===== src/logic/mcr_defines.svh =====
`ifndef MCR_DEFINES_SVH
`define MCR_DEFINES_SVH

// ************************************************************
// Register map (byte addresses)
// ************************************************************
`define MCR_OFF_SENSE   8'h20
`define MCR_OFF_SPI     8'h40
`define MCR_OFF_STATUS  8'h44
`define MCR_OFF_MASK    8'h48
`define MCR_RESET_BYTE  8'h00

// ************************************************************
// Encodings and counts
// ************************************************************
`define MCR_SENS_FALL_LOW 2'b00
`define MCR_SENS_RISE     2'b01
`define MCR_SENS_FALL     2'b10
`define MCR_SENS_BOTH     2'b11
`define MCR_CC_MASKED     2'b11
`define MCR_DIV_LAST_2    4'h1
`define MCR_DIV_LAST_4    4'h3
`define MCR_DIV_LAST_8    4'h7
`define MCR_DIV_LAST_16   4'hf
`define MCR_PA_W          8
`define MCR_PB_W          8
`define MCR_PC_W          6
`endif


===== src/logic/mcr_pkg.sv =====
`include "mcr_defines.svh"
package mcr_pkg;
  typedef struct packed {
    logic [1:0] group_b_sensitivity;
    logic       clock_output_enable;
    logic [1:0] group_a_sensitivity;
    logic [1:0] core_clock_divider;
    logic       slow_select;
  } mcr_sense_s;

  typedef struct packed {
    logic [3:0] rsv;
    logic       master_tx_disable;
    logic       slave_tx_disable;
    logic       select_source_internal;
    logic       internal_select_level;
  } mcr_spi_ovr_s;

  typedef struct packed {
    logic active;
    logic mosi_out;
    logic mosi_oe;
    logic miso_out;
    logic miso_oe;
  } mcr_spi_in_s;

  typedef struct packed {
    logic [`MCR_PA_W-1:0] ddr;
    logic [`MCR_PA_W-1:0] opt;
  } mcr_port_cfg_s;
endpackage


===== src/logic/mcr_top.sv =====
`include "mcr_defines.svh"
module mcr_top (
  input  wire  logic                  pclk,
  input  wire  logic                  presetn,
  input  wire  logic                  psel,
  input  wire  logic                  penable,
  input  wire  logic                  pwrite,
  input  wire  logic [7:0]            paddr,
  input  wire  logic [31:0]           pwdata,
  output logic [31:0]                 prdata,
  output logic                        pready,
  output logic                        pslverr,
  output logic                        irq,
  input  wire  logic [1:0]            condition_codes,
  input  wire  logic                  ext_source_option,
  input  wire  logic [`MCR_PA_W-1:0]  port_a_pins,
  input  wire  logic [`MCR_PB_W-1:0]  port_b_pins,
  input  wire  logic [`MCR_PC_W-1:0]  port_c_pins,
  input  wire  mcr_pkg::mcr_port_cfg_s port_a_cfg,
  input  wire  mcr_pkg::mcr_port_cfg_s port_b_cfg,
  input  wire  mcr_pkg::mcr_port_cfg_s port_c_cfg,
  output logic                        external_irq_group_a,
  output logic                        external_irq_group_b,
  output logic                        core_clock_en,
  output logic                        clock_out_pin,
  output logic                        clock_out_oe,
  input  wire  mcr_pkg::mcr_spi_in_s  spi_in,
  input  wire  logic                  spi_select_pin,
  output logic                        spi_master_out_pin,
  output logic                        spi_master_out_oe,
  output logic                        spi_slave_out_pin,
  output logic                        spi_slave_out_oe,
  output logic                        spi_select_level,
  output logic                        spi_select_pin_release
);
  import mcr_pkg::*;

  localparam int GA_W = `MCR_PA_W + `MCR_PC_W;
  localparam int GB_W = `MCR_PB_W + `MCR_PC_W;

  typedef struct packed {
    mcr_sense_s           sense;
    mcr_spi_ovr_s         ovr;
    logic [1:0]           status;
    logic [1:0]           mask;
    logic [31:0]          prdata;
    logic                 pready;
    logic                 pslverr;
    logic                 irq;
    logic [GA_W-1:0]      ga_s1;
    logic [GA_W-1:0]      ga_s2;
    logic [GA_W-1:0]      ga_d;
    logic [GB_W-1:0]      gb_s1;
    logic [GB_W-1:0]      gb_s2;
    logic [GB_W-1:0]      gb_d;
    logic                 sel_s1;
    logic                 sel_s2;
    logic                 req_a;
    logic                 req_b;
    logic [3:0]           div_cnt;
    logic                 tick;
    logic                 clk_out;
    logic                 clk_oe;
    logic                 clk_pin;
    logic                 mosi;
    logic                 mosi_oe;
    logic                 miso;
    logic                 miso_oe;
    logic                 sel_lvl;
    logic                 sel_rel;
  } mcr_state_s;

  mcr_state_s q;
  mcr_state_s next_q;

  // Group synchronisers start at the pulled-up idle level: no false edge or low
  localparam mcr_state_s QRST = '{ga_s1: '1, ga_s2: '1, ga_d: '1,
                                  gb_s1: '1, gb_s2: '1, gb_d: '1,
                                  default: '0};

  logic             setup;
  logic             wr;
  logic             cc_masked;
  logic [1:0]       clr;
  logic [GA_W-1:0]  ga_en;
  logic [GB_W-1:0]  gb_en;
  logic             hit_a;
  logic             hit_b;
  logic [3:0]       div_last;
  mcr_sense_s       wsense;

  // ************************************************************
  // Sensitivity decode, shared by both groups
  // ************************************************************
  function automatic logic group_hit(input logic [1:0]  sens,
                                     input logic [13:0] cur,
                                     input logic [13:0] prev,
                                     input logic [13:0] en);
    logic fall;
    logic rise;
    logic low;
    fall = |(en & prev & ~cur);
    rise = |(en & ~prev & cur);
    low  = |(en & ~cur);
    unique case (sens)
      `MCR_SENS_FALL_LOW: group_hit = fall | low;
      `MCR_SENS_RISE:     group_hit = rise;
      `MCR_SENS_FALL:     group_hit = fall;
      `MCR_SENS_BOTH:     group_hit = fall | rise;
    endcase
  endfunction

  function automatic logic [3:0] div_last_of(input logic [1:0] cp);
    unique case (cp)
      2'b00: div_last_of = `MCR_DIV_LAST_2;
      2'b10: div_last_of = `MCR_DIV_LAST_4;
      2'b01: div_last_of = `MCR_DIV_LAST_8;
      2'b11: div_last_of = `MCR_DIV_LAST_16;
    endcase
  endfunction

  always_comb begin
    next_q    = q;
    setup     = psel & ~penable;
    wr        = psel & penable & q.pready & pwrite;
    cc_masked = (condition_codes == `MCR_CC_MASKED);
    wsense    = mcr_sense_s'(pwdata[7:0]);
    clr       = 2'b00;

    // ************************************************************
    // APB slave: zero wait states, read data prepared in setup
    // ************************************************************
    next_q.pready  = setup;
    next_q.pslverr = 1'b0;
    next_q.prdata  = 32'h0000_0000;
    if (setup) begin
      unique case (paddr)
        `MCR_OFF_SENSE:  next_q.prdata = {24'h00_0000, q.sense};
        `MCR_OFF_SPI:    next_q.prdata = {28'h000_0000, q.ovr[3:0]};
        `MCR_OFF_STATUS: next_q.prdata = {30'h0000_0000, q.status};
        `MCR_OFF_MASK:   next_q.prdata = {30'h0000_0000, q.mask};
        default:         next_q.pslverr = 1'b1;
      endcase
    end
    if (wr) begin
      unique case (paddr)
        `MCR_OFF_SENSE: begin
          next_q.sense.clock_output_enable = wsense.clock_output_enable;
          next_q.sense.core_clock_divider  = wsense.core_clock_divider;
          next_q.sense.slow_select         = wsense.slow_select;
          // Writes outside the masked window would glitch the detectors
          if (cc_masked) begin
            next_q.sense.group_b_sensitivity = wsense.group_b_sensitivity;
            next_q.sense.group_a_sensitivity = wsense.group_a_sensitivity;
          end
        end
        `MCR_OFF_SPI:    next_q.ovr = {4'h0, pwdata[3:0]};
        `MCR_OFF_STATUS: clr = pwdata[1:0];
        `MCR_OFF_MASK:   next_q.mask = pwdata[1:0];
        default: ;
      endcase
    end

    // ************************************************************
    // External interrupt groups
    // ************************************************************
    // Port C joins group A when the option is 0, group B when it is 1
    next_q.ga_s1 = {port_c_pins, port_a_pins};
    next_q.gb_s1 = {port_c_pins, port_b_pins};
    next_q.ga_s2 = q.ga_s1;
    next_q.gb_s2 = q.gb_s1;
    next_q.ga_d  = q.ga_s2;
    next_q.gb_d  = q.gb_s2;
    // Interrupt input means input direction with option bit set
    ga_en = {~port_c_cfg.ddr[`MCR_PC_W-1:0] & port_c_cfg.opt[`MCR_PC_W-1:0]
               & {`MCR_PC_W{~ext_source_option}},
             ~port_a_cfg.ddr & port_a_cfg.opt};
    gb_en = {~port_c_cfg.ddr[`MCR_PC_W-1:0] & port_c_cfg.opt[`MCR_PC_W-1:0]
               & {`MCR_PC_W{ext_source_option}},
             ~port_b_cfg.ddr & port_b_cfg.opt};
    // Low level keeps the request up while a pin is held low
    hit_a = group_hit(q.sense.group_a_sensitivity,
                      q.ga_s2, q.ga_d, ga_en);
    hit_b = group_hit(q.sense.group_b_sensitivity,
                      q.gb_s2, q.gb_d, gb_en);
    next_q.req_a = hit_a & ~cc_masked;
    next_q.req_b = hit_b & ~cc_masked;
    // New event wins over a simultaneous write-one-to-clear
    next_q.status = (q.status & ~clr) | {hit_b, hit_a};
    next_q.irq    = |(next_q.status & next_q.mask);

    // ************************************************************
    // Core clock prescaler and clock-out pin
    // ************************************************************
    div_last = div_last_of(q.sense.core_clock_divider);
    if (!q.sense.slow_select) begin
      next_q.div_cnt = 4'h0;
      next_q.tick    = 1'b1;
    end else if (q.div_cnt >= div_last) begin
      next_q.div_cnt = 4'h0;
      next_q.tick    = 1'b1;
    end else begin
      next_q.div_cnt = q.div_cnt + 4'h1;
      next_q.tick    = 1'b0;
    end
    // Pin can only carry half the tick rate since it comes from a flop
    if (next_q.tick) begin
      next_q.clk_out = ~q.clk_out;
    end
    next_q.clk_oe = q.sense.clock_output_enable;
    next_q.clk_pin = next_q.clk_out & next_q.clk_oe;

    // ************************************************************
    // SPI pin overrides
    // ************************************************************
    next_q.mosi_oe = spi_in.active & spi_in.mosi_oe
                     & ~q.ovr.master_tx_disable;
    next_q.mosi    = spi_in.mosi_out & next_q.mosi_oe;
    next_q.miso_oe = spi_in.miso_oe & ~q.ovr.slave_tx_disable;
    next_q.miso    = spi_in.miso_out & next_q.miso_oe;
    next_q.sel_s1  = spi_select_pin;
    next_q.sel_s2  = q.sel_s1;
    next_q.sel_lvl = q.ovr.select_source_internal ?
                     q.ovr.internal_select_level : q.sel_s2;
    next_q.sel_rel = q.ovr.select_source_internal;
  end

  always_ff @(posedge pclk or negedge presetn) begin
    if (!presetn) begin
      q <= QRST;
    end else begin
      q <= next_q;
    end
  end

  assign prdata                 = q.prdata;
  assign pready                 = q.pready;
  assign pslverr                = q.pslverr;
  assign irq                    = q.irq;
  assign external_irq_group_a   = q.req_a;
  assign external_irq_group_b   = q.req_b;
  assign core_clock_en          = q.tick;
  assign clock_out_pin          = q.clk_pin;
  assign clock_out_oe           = q.clk_oe;
  assign spi_master_out_pin     = q.mosi;
  assign spi_master_out_oe      = q.mosi_oe;
  assign spi_slave_out_pin      = q.miso;
  assign spi_slave_out_oe       = q.miso_oe;
  assign spi_select_level       = q.sel_lvl;
  assign spi_select_pin_release = q.sel_rel;
endmodule


===== config.mk =====
export PLATFORM = sky130hd
export DESIGN_NAME = mcr_top
export DESIGN_NICKNAME = d
export VERILOG_FILES = /design/src/logic/mcr_pkg.sv /design/src/logic/mcr_top.sv
export VERILOG_INCLUDE_DIRS = /design/src /design/src/logic
export SDC_FILE = /design/constraint.sdc
export NUM_CORES = 1
export LEC_CHECK = 0
export ABC_AREA = 0
export BUFFER_PORTS_ARGS = -buffer_cell sky130_fd_sc_hd__buf_2
export CORE_ASPECT_RATIO = 0.6
export CORE_UTILIZATION = 35
export CTS_BUF_LIST = sky130_fd_sc_hd__clkbuf_16
export CTS_CLUSTER_SIZE = 24
export DETAILED_ROUTE_END_ITERATION = 12
export GPL_TIMING_DRIVEN = 0
export PLACE_DENSITY = 0.72
export RECOVER_POWER = 50
export SLEW_MARGIN = 10
export SYNTH_ARGS = -nofsm -noshare
export SYNTH_HDL_FRONTEND = slang
export SYNTH_SLANG_ARGS = --single-unit

===== constraint.sdc =====
create_clock -name pclk -period 2.84 [get_ports pclk]
set_clock_uncertainty 0.2 [all_clocks]
set_input_delay 0.284 -clock pclk [delete_from_list [all_inputs] [get_ports pclk]]
set_output_delay 0.284 -clock pclk [all_outputs]
set_load 0.02 [all_outputs]

# == Yosys cells after proc, flatten, opt, wreduce, memory -nomap -nowiden ==
# Cells that the tools add are included.
# classes
add_sub_neg,1
magnitude_cmp,1
eq_ne,14
mux,15
bitwise,48
reduce_logical,14
# op_table
cell,count
14-bit bitwise AND,10
14-bit OR reduction,6
14-bit inverter,4
8-bit one-hot mux with 4 select lines,1
"8-bit by 7-bit equality test with 1-bit output, second input constant",3
6-bit bitwise AND,3
8-bit bitwise AND,2
8-bit inverter,2
4-bit one-hot mux with 4 select lines,1
"2-bit equality test, second input constant",7
1-bit bitwise AND,12
5-bit 2-to-1 mux,2
"8-bit by 6-bit equality test with 1-bit output, second input constant",1
2-bit 2-to-1 mux,4
8-bit 2-to-1 mux,1
1-bit one-hot mux with 4 select lines,2
"2-bit by 1-bit equality test with 1-bit output, second input constant",3
2-bit zero test,3
1-bit inverter,6
6-bit inverter,1
"4-bit by 1-bit adder with 4-bit output, second input constant",1
2-bit bitwise AND,2
4-bit greater-or-equal comparator,1
1-bit 2-to-1 mux,4
other kinds (7),11
# totals
register_bits,153

# == Depth between registers and ports, before layout ==
# Gate-level depths: netlist (run 1).
# depth
ltp_word,11
ltp_mapped,9

# == Least setup slack after synthesis (run 1) ==
# No wires, ideal clock.
# synth_timing
path_kind,register to register
startpoint,reg q (netlist bit next_q[26])
endpoint,reg q (netlist bit irq)
arrival_ns,1.904
required_ns,2.515
path_slack_ns,0.611
stages_incl_launch_ff,8
n_path_buf,0
synth_period_minus_slack_ns,2.229
path_cell_list,dfstp_2 nor3b_1 a222oi_1 nand3_1 a211oi_1 o22ai_1 o32a_1 o2bb2ai_1
# synth_rtl
element,line,text
"start, declared",mcr_top.sv:73,mcr_state_s q;
"start signal, assigned",mcr_top.sv:232,q <= next_q;

==> metrics.txt, run 1 <==
# TYPE chip_impl_metric gauge
chip_impl_info{name="tritoncts",value="done"} 1
chip_impl_metric{name="slew_headroom",unit="%"} 16.17
chip_impl_metric{name="floorplan.die.height",unit="um"} 90.73
chip_impl_metric{name="timing.final.hold_violations",unit=""} 0
chip_impl_metric{name="synthesis.instances",unit=""} 362
chip_impl_info{name="mostFrequentLayoutCells",value="sky130_fd_sc_hd__buf_2 (118), sky130_fd_sc_hd__dfrtp_1 (45), sky130_fd_sc_hd__dfstp_2 (45)"} 1
chip_impl_metric{name="worst-endpoint-arrival",unit="ps"} 2630
chip_impl_metric{name="number_of_pins_with_negative_max_slew_slack_in_the_final_report",unit=""} 0
chip_impl_metric{name="globalplace.congestion",unit=""} 0.8284
chip_impl_metric{name="cts_repair_resize_count",unit=""} 0
chip_impl_metric{name="crit_fanout",unit=""} 3
chip_impl_metric{name="postRouteAntennaNets",unit=""} 0
chip_impl_metric{name="timing.critical_path.required",unit="ps"} 2850
chip_impl_info{name="cts_root_buf",value="sky130_fd_sc_hd__clkbuf_16"} 1
chip_impl_metric{name="area_growth_syn_to_layout",unit="%"} 34.44
chip_impl_metric{name="cts_made_buffers",unit=""} 9
chip_impl_metric{name="power-per-cell-area",unit="mW/mm^2"} 533.2
chip_impl_metric{name="grt_start_max_net_pins",unit=""} 59
chip_impl_metric{name="peak_supply_drop",unit="V"} 0.0002872
chip_impl_metric{name="fin_tns_setup",unit="ps"} 0
chip_impl_metric{name="vias_per_cell",unit=""} 4.537
chip_impl_metric{name="layout-drive-gt1-share",unit="%"} 41.32
chip_impl_metric{name="final_util",unit="%"} 49.74
chip_impl_metric{name="dr_pass1_iterations",unit=""} 5
chip_impl_metric{name="io_pins",unit=""} 170
chip_impl_metric{name="max_slew.worst_pin.slew",unit="ps"} 1257
chip_impl_metric{name="horizontal_die_dimension",unit="um"} 149.9
chip_impl_info{name="synth_largest_area_cell",value="sky130_fd_sc_hd__dfstp_2"} 1
chip_impl_metric{name="max-clock-path-buffers",unit=""} 2
chip_impl_metric{name="grt_pass1_vias",unit=""} 3334
chip_impl_metric{name="die_area",unit="mm^2"} 0.01360
chip_impl_metric{name="clock_insertion_delay_worst_skew",unit="ps"} 340
chip_impl_metric{name="numClockSinks",unit=""} 111
chip_impl_info{name="crit_type",value="reg -> reg"} 1
chip_impl_metric{name="max_cap_violations",unit=""} 0
chip_impl_metric{name="initial_utilization",unit="%"} 37.00
chip_impl_info{name="mostFrequentLayoutCell",value="sky130_fd_sc_hd__buf_2"} 1
chip_impl_metric{name="maxClockFrequency",unit="GHz"} 0.3815
chip_impl_metric{name="synth_area_per_cell",unit="um^2"} 12.68
chip_impl_metric{name="reg2reg_depth",unit=""} 7
chip_impl_metric{name="finalNetCount",unit=""} 688
chip_impl_metric{name="cts.reportedPaths.clkPinSlew",unit="ps"} 70
chip_impl_metric{name="synth.yosys.seq_area_share",unit="%"} 62.29
chip_impl_metric{name="min_path_cells",unit=""} 2
chip_impl_metric{name="place_hpwl",unit="um"} 7612
chip_impl_metric{name="routed_wl",unit="um"} 10110
chip_impl_info{name="crit_path_start_kind",value="flip-flop"} 1
chip_impl_metric{name="synth.cell_area",unit="mm^2"} 0.004592
chip_impl_metric{name="drt_drc_violations_left",unit=""} 0
chip_impl_metric{name="grtUsageTotal",unit="%"} 15.69
chip_impl_metric{name="pwr-share-seq",unit="%"} 51.8
chip_impl_metric{name="grt_first_pass_wirelength",unit="um"} 16350
chip_impl_metric{name="netSwitchingPower",unit="uW"} 792.4
chip_impl_metric{name="htreeDepth",unit=""} 3
chip_impl_metric{name="placeableCoreArea",unit="mm^2"} 0.01241
chip_impl_metric{name="vias",unit=""} 3285
chip_impl_metric{name="leakagePower",unit="uW"} 0.002899
chip_impl_metric{name="count_of_flip_flops_with_a_built_in_enable_after_synthesis",unit=""} 0
chip_impl_metric{name="placement.io_buffers",unit=""} 117
chip_impl_info{name="netlist_top_cells_area",value="sky130_fd_sc_hd__dfstp_2 (38%), sky130_fd_sc_hd__dfrtp_1 (25%), sky130_fd_sc_hd__buf_4 (5.2%)"} 1
chip_impl_metric{name="synth.distinct_cells",unit=""} 52
chip_impl_metric{name="power.share.clock",unit="%"} 37.9
chip_impl_metric{name="cts_setup_buffers",unit=""} 0
chip_impl_metric{name="antenna_cells",unit=""} 0
chip_impl_info{name="grt_setup_unrepaired",value="no"} 1
chip_impl_info{name="hp-start",value="psel"} 1
chip_impl_metric{name="synth_largest_type_area_fraction",unit="%"} 37.77
chip_impl_info{name="hold_class",value="in -> reg"} 1
chip_impl_metric{name="yosysWarnings",unit=""} 0
chip_impl_info{name="critPathCaptureType",value="flip-flop"} 1
chip_impl_metric{name="setup_violations",unit=""} 0
chip_impl_metric{name="min_period_over_period",unit="%"} 92.29
chip_impl_metric{name="combinationalPowerShare",unit="%"} 10.3
chip_impl_metric{name="fin_hold_ws",unit="ps"} 84.96
chip_impl_metric{name="internal_power",unit="uW"} 2499
chip_impl_metric{name="drt-wirelength-per-cell",unit="um"} 13.96
chip_impl_metric{name="p_sw_share",unit="%"} 24.07
chip_impl_metric{name="ys_seq_elements",unit=""} 111
chip_impl_info{name="yosys_most_used_dff",value="sky130_fd_sc_hd__dfstp_2"} 1
chip_impl_info{name="worstReg2RegStart",value="next_q[26]$_DFF_PN1_"} 1
chip_impl_metric{name="rows",unit=""} 31
chip_impl_metric{name="first_iter_violations",unit=""} 104
chip_impl_metric{name="timing.reg2reg.setup_slack",unit="ps"} 220
chip_impl_metric{name="post_synthesis_async_set_or_reset_flop_share",unit="%"} 100.0
chip_impl_metric{name="antenna_found_initial",unit=""} 0
chip_impl_metric{name="period_needed",unit="ps"} 2621
chip_impl_metric{name="globalRouteOverflowTotal",unit=""} 0
chip_impl_metric{name="cts.hold.buffers_added",unit=""} 40
chip_impl_info{name="worst_r2r_dst",value="irq$_DFF_PN0_"} 1
chip_impl_info{name="status",value="completed"} 1
chip_impl_info{name="worstHoldEndpoint",value="pready$_DFF_PN0_"} 1
[synth_stat cells (all sizes together), types with 2 or more instances]
cell	n
and2	5
a22o	2
xor2	2
nor2	19
inv	20
o21ai	11
nor3b	22
a22oi	9
dfstp	66
o22ai	4
ha	10
nor4	6
and3	5
nor3	4
nor4bb	21
nor2b	3
mux2	10
nand3	9
nand2	25
dfrtp	45
buf	33
a21oi	7
[registers in the layout (all words and copies together) (netlist names)]
name / flops
next_q: 47
q: 42
prdata: 8
clock_out_oe: 1
clock_out_pin: 1
core_clock_en: 1
external_irq_group_a: 1
external_irq_group_b: 1
irq: 1
pready: 1
pslverr: 1
spi_master_out_oe: 1
spi_master_out_pin: 1
spi_select_level: 1
spi_select_pin_release: 1
spi_slave_out_oe: 1
spi_slave_out_pin: 1
[kinds of logic after synthesis]
logic type / share of synthesized area [%]
AO/OA/AOI/OAI: 6.676
XOR/XNOR: 0.5723
adder cells (fa/ha/maj): 2.725
buffers and inverters: 7.057
flip-flops: 62.29
multiplexers: 2.670
other: 0.08167
AND/OR/NAND/NOR: 17.93
[stage by stage]
stage	std cells	instance area (um^2)	power (uW)	worst slack, ps
floorplan	385	4678	1880	611.0
global placement	667	5470	2023	132.8
detailed placement	668	5504	2039	239.3
CTS	724	6202	3352	195.5
global route	724	6173	3445	25.15
finish	724	6173	3292	219.0
[cell type report]
cell class	instances	area (um^2)
multi-input cells	220	1494
clock inverters	6	47.55
plain buffers	34	249.0
well taps	165	206.4
flip-flops and latches	111	2860
repair buffers	158	991.0
fillers	1093	6238
clock buffers	10	250.2
inverters	20	75.07
[power groups by stage]
stage	Sequential [uW]	Combinational [uW]	Clock (uW)
floorplan	1740	139	0
global placement	1730	290	0
detailed placement	1740	301	0
CTS	1710	345	1300
global route	1710	374	1360
finish	1700	339	1250
[how the worst max path moves through the flow]
stage / startpoint / end / slack, ps / cells after the start
3_5_place_dp: next_q[26]$_DFF_PN1_ / irq$_DFF_PN0_ / 240 / 7
3_3_place_gp: presetn / prdata[4]$_DFF_PN0_ / 130 / 1
4_1_cts: next_q[26]$_DFF_PN1_ / irq$_DFF_PN0_ / 200 / 7
2_1_floorplan: next_q[26]$_DFF_PN1_ / irq$_DFF_PN0_ / 610 / 7
6_report: next_q[26]$_DFF_PN1_ / irq$_DFF_PN0_ / 220 / 7
5_1_grt: next_q[26]$_DFF_PN1_ / irq$_DFF_PN0_ / 30 / 7
[critical path, stage by stage, from the launching register on]
cell,delay (ps)
sky130_fd_sc_hd__dfstp_2,540
sky130_fd_sc_hd__nor3b_1,70
sky130_fd_sc_hd__a222oi_1,360
sky130_fd_sc_hd__nand3_1,220
sky130_fd_sc_hd__a2111oi_2,610
sky130_fd_sc_hd__o211ai_1,180
sky130_fd_sc_hd__o22ai_1,190
sky130_fd_sc_hd__o2bb2ai_1,130
[routing by layer]
layer,share of wire (%),wire length [um],up-vias,GRT usage (%)
met5,0,0,-,0
met3,6.4,645,7,4.646
li1,-,-,1612,-
met4,0.70,71,0,3.451
met1,51,5159,1539,22.13
met2,42,4233,127,23.61
(Power assumes the default switching activity.)
==> inputs of run 2 (changes only) <==
==> constraint.sdc (replaced) <==
create_clock -name pclk -period 3.23 [get_ports pclk]
set_clock_uncertainty 0.2 [all_clocks]
set_input_delay 0.323 -clock pclk [delete_from_list [all_inputs] [get_ports pclk]]
set_output_delay 0.323 -clock pclk [all_outputs]
set_load 0.02 [all_outputs]
==> metrics.txt, run 2 (same netlist as run 1, synthesis figures left out) <==
# TYPE chip_impl_metric gauge
chip_impl_info{name="status",value="finished, violations left"} 1
chip_impl_info{name="violations",value="max-capacitance violations, max-slew violations"} 1
chip_impl_metric{name="min_period_over_period",unit="%"} 87.90
chip_impl_metric{name="layout-drive-gt1-share",unit="%"} 41.41
chip_impl_metric{name="cts.reportedPaths.clkPinSlew",unit="ps"} 80
chip_impl_info{name="cts_root_buf",value="sky130_fd_sc_hd__clkbuf_16"} 1
chip_impl_metric{name="vias",unit=""} 3258
chip_impl_metric{name="io_pins",unit=""} 170
chip_impl_metric{name="dr_pass1_iterations",unit=""} 4
chip_impl_metric{name="antenna_cells",unit=""} 0
chip_impl_metric{name="globalRouteOverflowTotal",unit=""} 0
chip_impl_metric{name="timing.reg2reg.setup_slack",unit="ps"} 390
chip_impl_metric{name="first_iter_violations",unit=""} 107
chip_impl_metric{name="place_hpwl",unit="um"} 7612
chip_impl_metric{name="setup_violations",unit=""} 0
chip_impl_metric{name="power-per-cell-area",unit="mW/mm^2"} 471.9
chip_impl_metric{name="grtUsageTotal",unit="%"} 15.51
chip_impl_metric{name="finalNetCount",unit=""} 682
chip_impl_metric{name="area_growth_syn_to_layout",unit="%"} 33.60
chip_impl_metric{name="crit_fanout",unit=""} 3
chip_impl_metric{name="drt-wirelength-per-cell",unit="um"} 13.97
chip_impl_metric{name="largest_register_ff_count",unit=""} 47
chip_impl_metric{name="floorplan.die.height",unit="um"} 90.73
chip_impl_info{name="mostFrequentLayoutCells",value="sky130_fd_sc_hd__buf_2 (117), sky130_fd_sc_hd__dfrtp_1 (45), sky130_fd_sc_hd__dfstp_2 (44)"} 1
chip_impl_metric{name="leakagePower",unit="uW"} 0.002879
chip_impl_metric{name="cts.hold.buffers_added",unit=""} 34
chip_impl_metric{name="die_area",unit="mm^2"} 0.01360
chip_impl_info{name="hold_class",value="in -> reg"} 1
chip_impl_metric{name="placement.io_buffers",unit=""} 117
chip_impl_metric{name="rows",unit=""} 31
chip_impl_metric{name="grt_start_max_net_pins",unit=""} 59
chip_impl_metric{name="timing.final.hold_violations",unit=""} 0
chip_impl_metric{name="initial_utilization",unit="%"} 37.00
chip_impl_metric{name="maxClockFrequency",unit="GHz"} 0.3522
chip_impl_metric{name="cts_repair_resize_count",unit=""} 0
chip_impl_metric{name="final_util",unit="%"} 49.43
chip_impl_metric{name="placeableCoreArea",unit="mm^2"} 0.01241
chip_impl_metric{name="timing.critical_path.required",unit="ps"} 3260
chip_impl_metric{name="fin_hold_ws",unit="ps"} 15.87
chip_impl_info{name="grt_setup_unrepaired",value="no"} 1
chip_impl_metric{name="grt_first_pass_wirelength",unit="um"} 16130
chip_impl_metric{name="worst-endpoint-arrival",unit="ps"} 2870
chip_impl_metric{name="horizontal_die_dimension",unit="um"} 149.9
chip_impl_info{name="tritoncts",value="done"} 1
chip_impl_info{name="crit_type",value="reg -> reg"} 1
chip_impl_metric{name="max-clock-path-buffers",unit=""} 2
chip_impl_metric{name="number_of_pins_with_negative_max_slew_slack_in_the_final_report",unit=""} 54
chip_impl_metric{name="globalplace.congestion",unit=""} 0.8284
chip_impl_metric{name="drt_drc_violations_left",unit=""} 0
chip_impl_info{name="critPathCaptureType",value="flip-flop"} 1
chip_impl_metric{name="vias_per_cell",unit=""} 4.538
chip_impl_info{name="mostFrequentLayoutCell",value="sky130_fd_sc_hd__buf_2"} 1
chip_impl_metric{name="max_cap_violations",unit=""} 1
chip_impl_metric{name="routed_wl",unit="um"} 10030
chip_impl_metric{name="cts_made_buffers",unit=""} 9
chip_impl_metric{name="clock_insertion_delay_worst_skew",unit="ps"} 340
chip_impl_metric{name="max_slew.worst_pin.slew",unit="ps"} 2815
chip_impl_metric{name="htreeDepth",unit=""} 3
chip_impl_metric{name="peak_supply_drop",unit="V"} 0.0002525
chip_impl_metric{name="cts_setup_buffers",unit=""} 0
chip_impl_metric{name="numClockSinks",unit=""} 111
chip_impl_metric{name="grt_pass1_vias",unit=""} 3286
chip_impl_metric{name="slew_headroom",unit="%"} -87.69
chip_impl_metric{name="postRouteAntennaNets",unit=""} 0
chip_impl_metric{name="fin_tns_setup",unit="ps"} 0
chip_impl_info{name="crit_path_start_kind",value="flip-flop"} 1
chip_impl_metric{name="antenna_found_initial",unit=""} 0
chip_impl_metric{name="period_needed",unit="ps"} 2839
[run 2: changes by cell type in the layout (fill, tap and decap cells not counted)]
| cell | before | now |
|---|---|---|
| sky130_fd_sc_hd__dlygate4sd3_1 | 40 | 34 |
| sky130_fd_sc_hd__buf_2 | 118 | 117 |
| sky130_fd_sc_hd__dfstp_2 | 45 | 44 |
| sky130_fd_sc_hd__dfstp_1 | 21 | 22 |
| sky130_fd_sc_hd__buf_16 | 0 | 1 |
| sky130_fd_sc_hd__clkbuf_2 | 1 | 0 |
| sky130_fd_sc_hd__clkbuf_1 | 1 | 2 |
[run 2: final timing paths]
path | start | end | cells after the start
worst max-delay path | next_q[26]$_DFF_PN1_ | external_irq_group_a$_DFF_PN0_ | 8
worst min-delay path | spi_in[4] | spi_master_out_oe$_DFF_PN0_ | 3
worst max register to register | next_q[26]$_DFF_PN1_ | external_irq_group_a$_DFF_PN0_ | 8
worst min register to register | next_q[16]$_DFF_PN0_ | q[16]$_DFF_PN0_ | 0
max in group asynchronous | presetn | next_q[74]$_DFF_PN1_ | 2
min in group asynchronous | presetn | next_q[33]$_DFF_PN1_ | 1
[run 2: power breakdown]
group | internal [uW] | leakage (uW) | switching (uW) | total (uW)
registers | 1470 | 0.00125 | 27.3 | 1500
logic | 145 | 0.00149 | 152 | 298
clock network | 581 | 0.000148 | 518 | 1100
total | 2200 | 0.00288 | 698 | 2900
[run 2: layer usage]
layer / track usage (%) / wire [um] / vias to the layer above
li1: - / - / 1603
met2: 23.19 / 4168 / 123
met4: 3.451 / 71 / 0
met3: 4.646 / 642 / 7
met1: 21.98 / 5148 / 1525
met5: 0 / 0 / -
[run 2: critical path: stages (launching register included)]
cell                            delay (ps)
sky130_fd_sc_hd__dfstp_1               530
sky130_fd_sc_hd__nor3b_1                80
sky130_fd_sc_hd__a222oi_1              360
sky130_fd_sc_hd__nand3_1               220
sky130_fd_sc_hd__a211oi_1              420
sky130_fd_sc_hd__o22ai_1               150
sky130_fd_sc_hd__o22ai_1               160
sky130_fd_sc_hd__a21oi_1                60
sky130_fd_sc_hd__dlygate4sd3_1         550
[run 2: area by class of cell]
type | count | area [um^2]
Buffer | 34 | 249.0
Clock buffer | 10 | 250.2
Clock inverter | 6 | 47.55
Fill cell | 1096 | 6277
Inverter | 20 | 75.07
Multi-Input combinational cell | 220 | 1494
Sequential cell | 111 | 2860
Tap cell | 165 | 206.4
Timing Repair Buffer | 152 | 952.2
[run 2: stage by stage]
stage / worst slack [ps] / total power (uW) / area [um^2] / cells
6_report: 390.7 / 2895 / 6135 / 718
5_1_grt: 138.3 / 3028 / 6135 / 718
4_1_cts: 405.1 / 2944 / 6142 / 718
3_5_place_dp: 627.8 / 1793 / 5504 / 668
3_3_place_gp: 483.8 / 1779 / 5470 / 667
2_1_floorplan: 1001 / 1653 / 4678 / 385
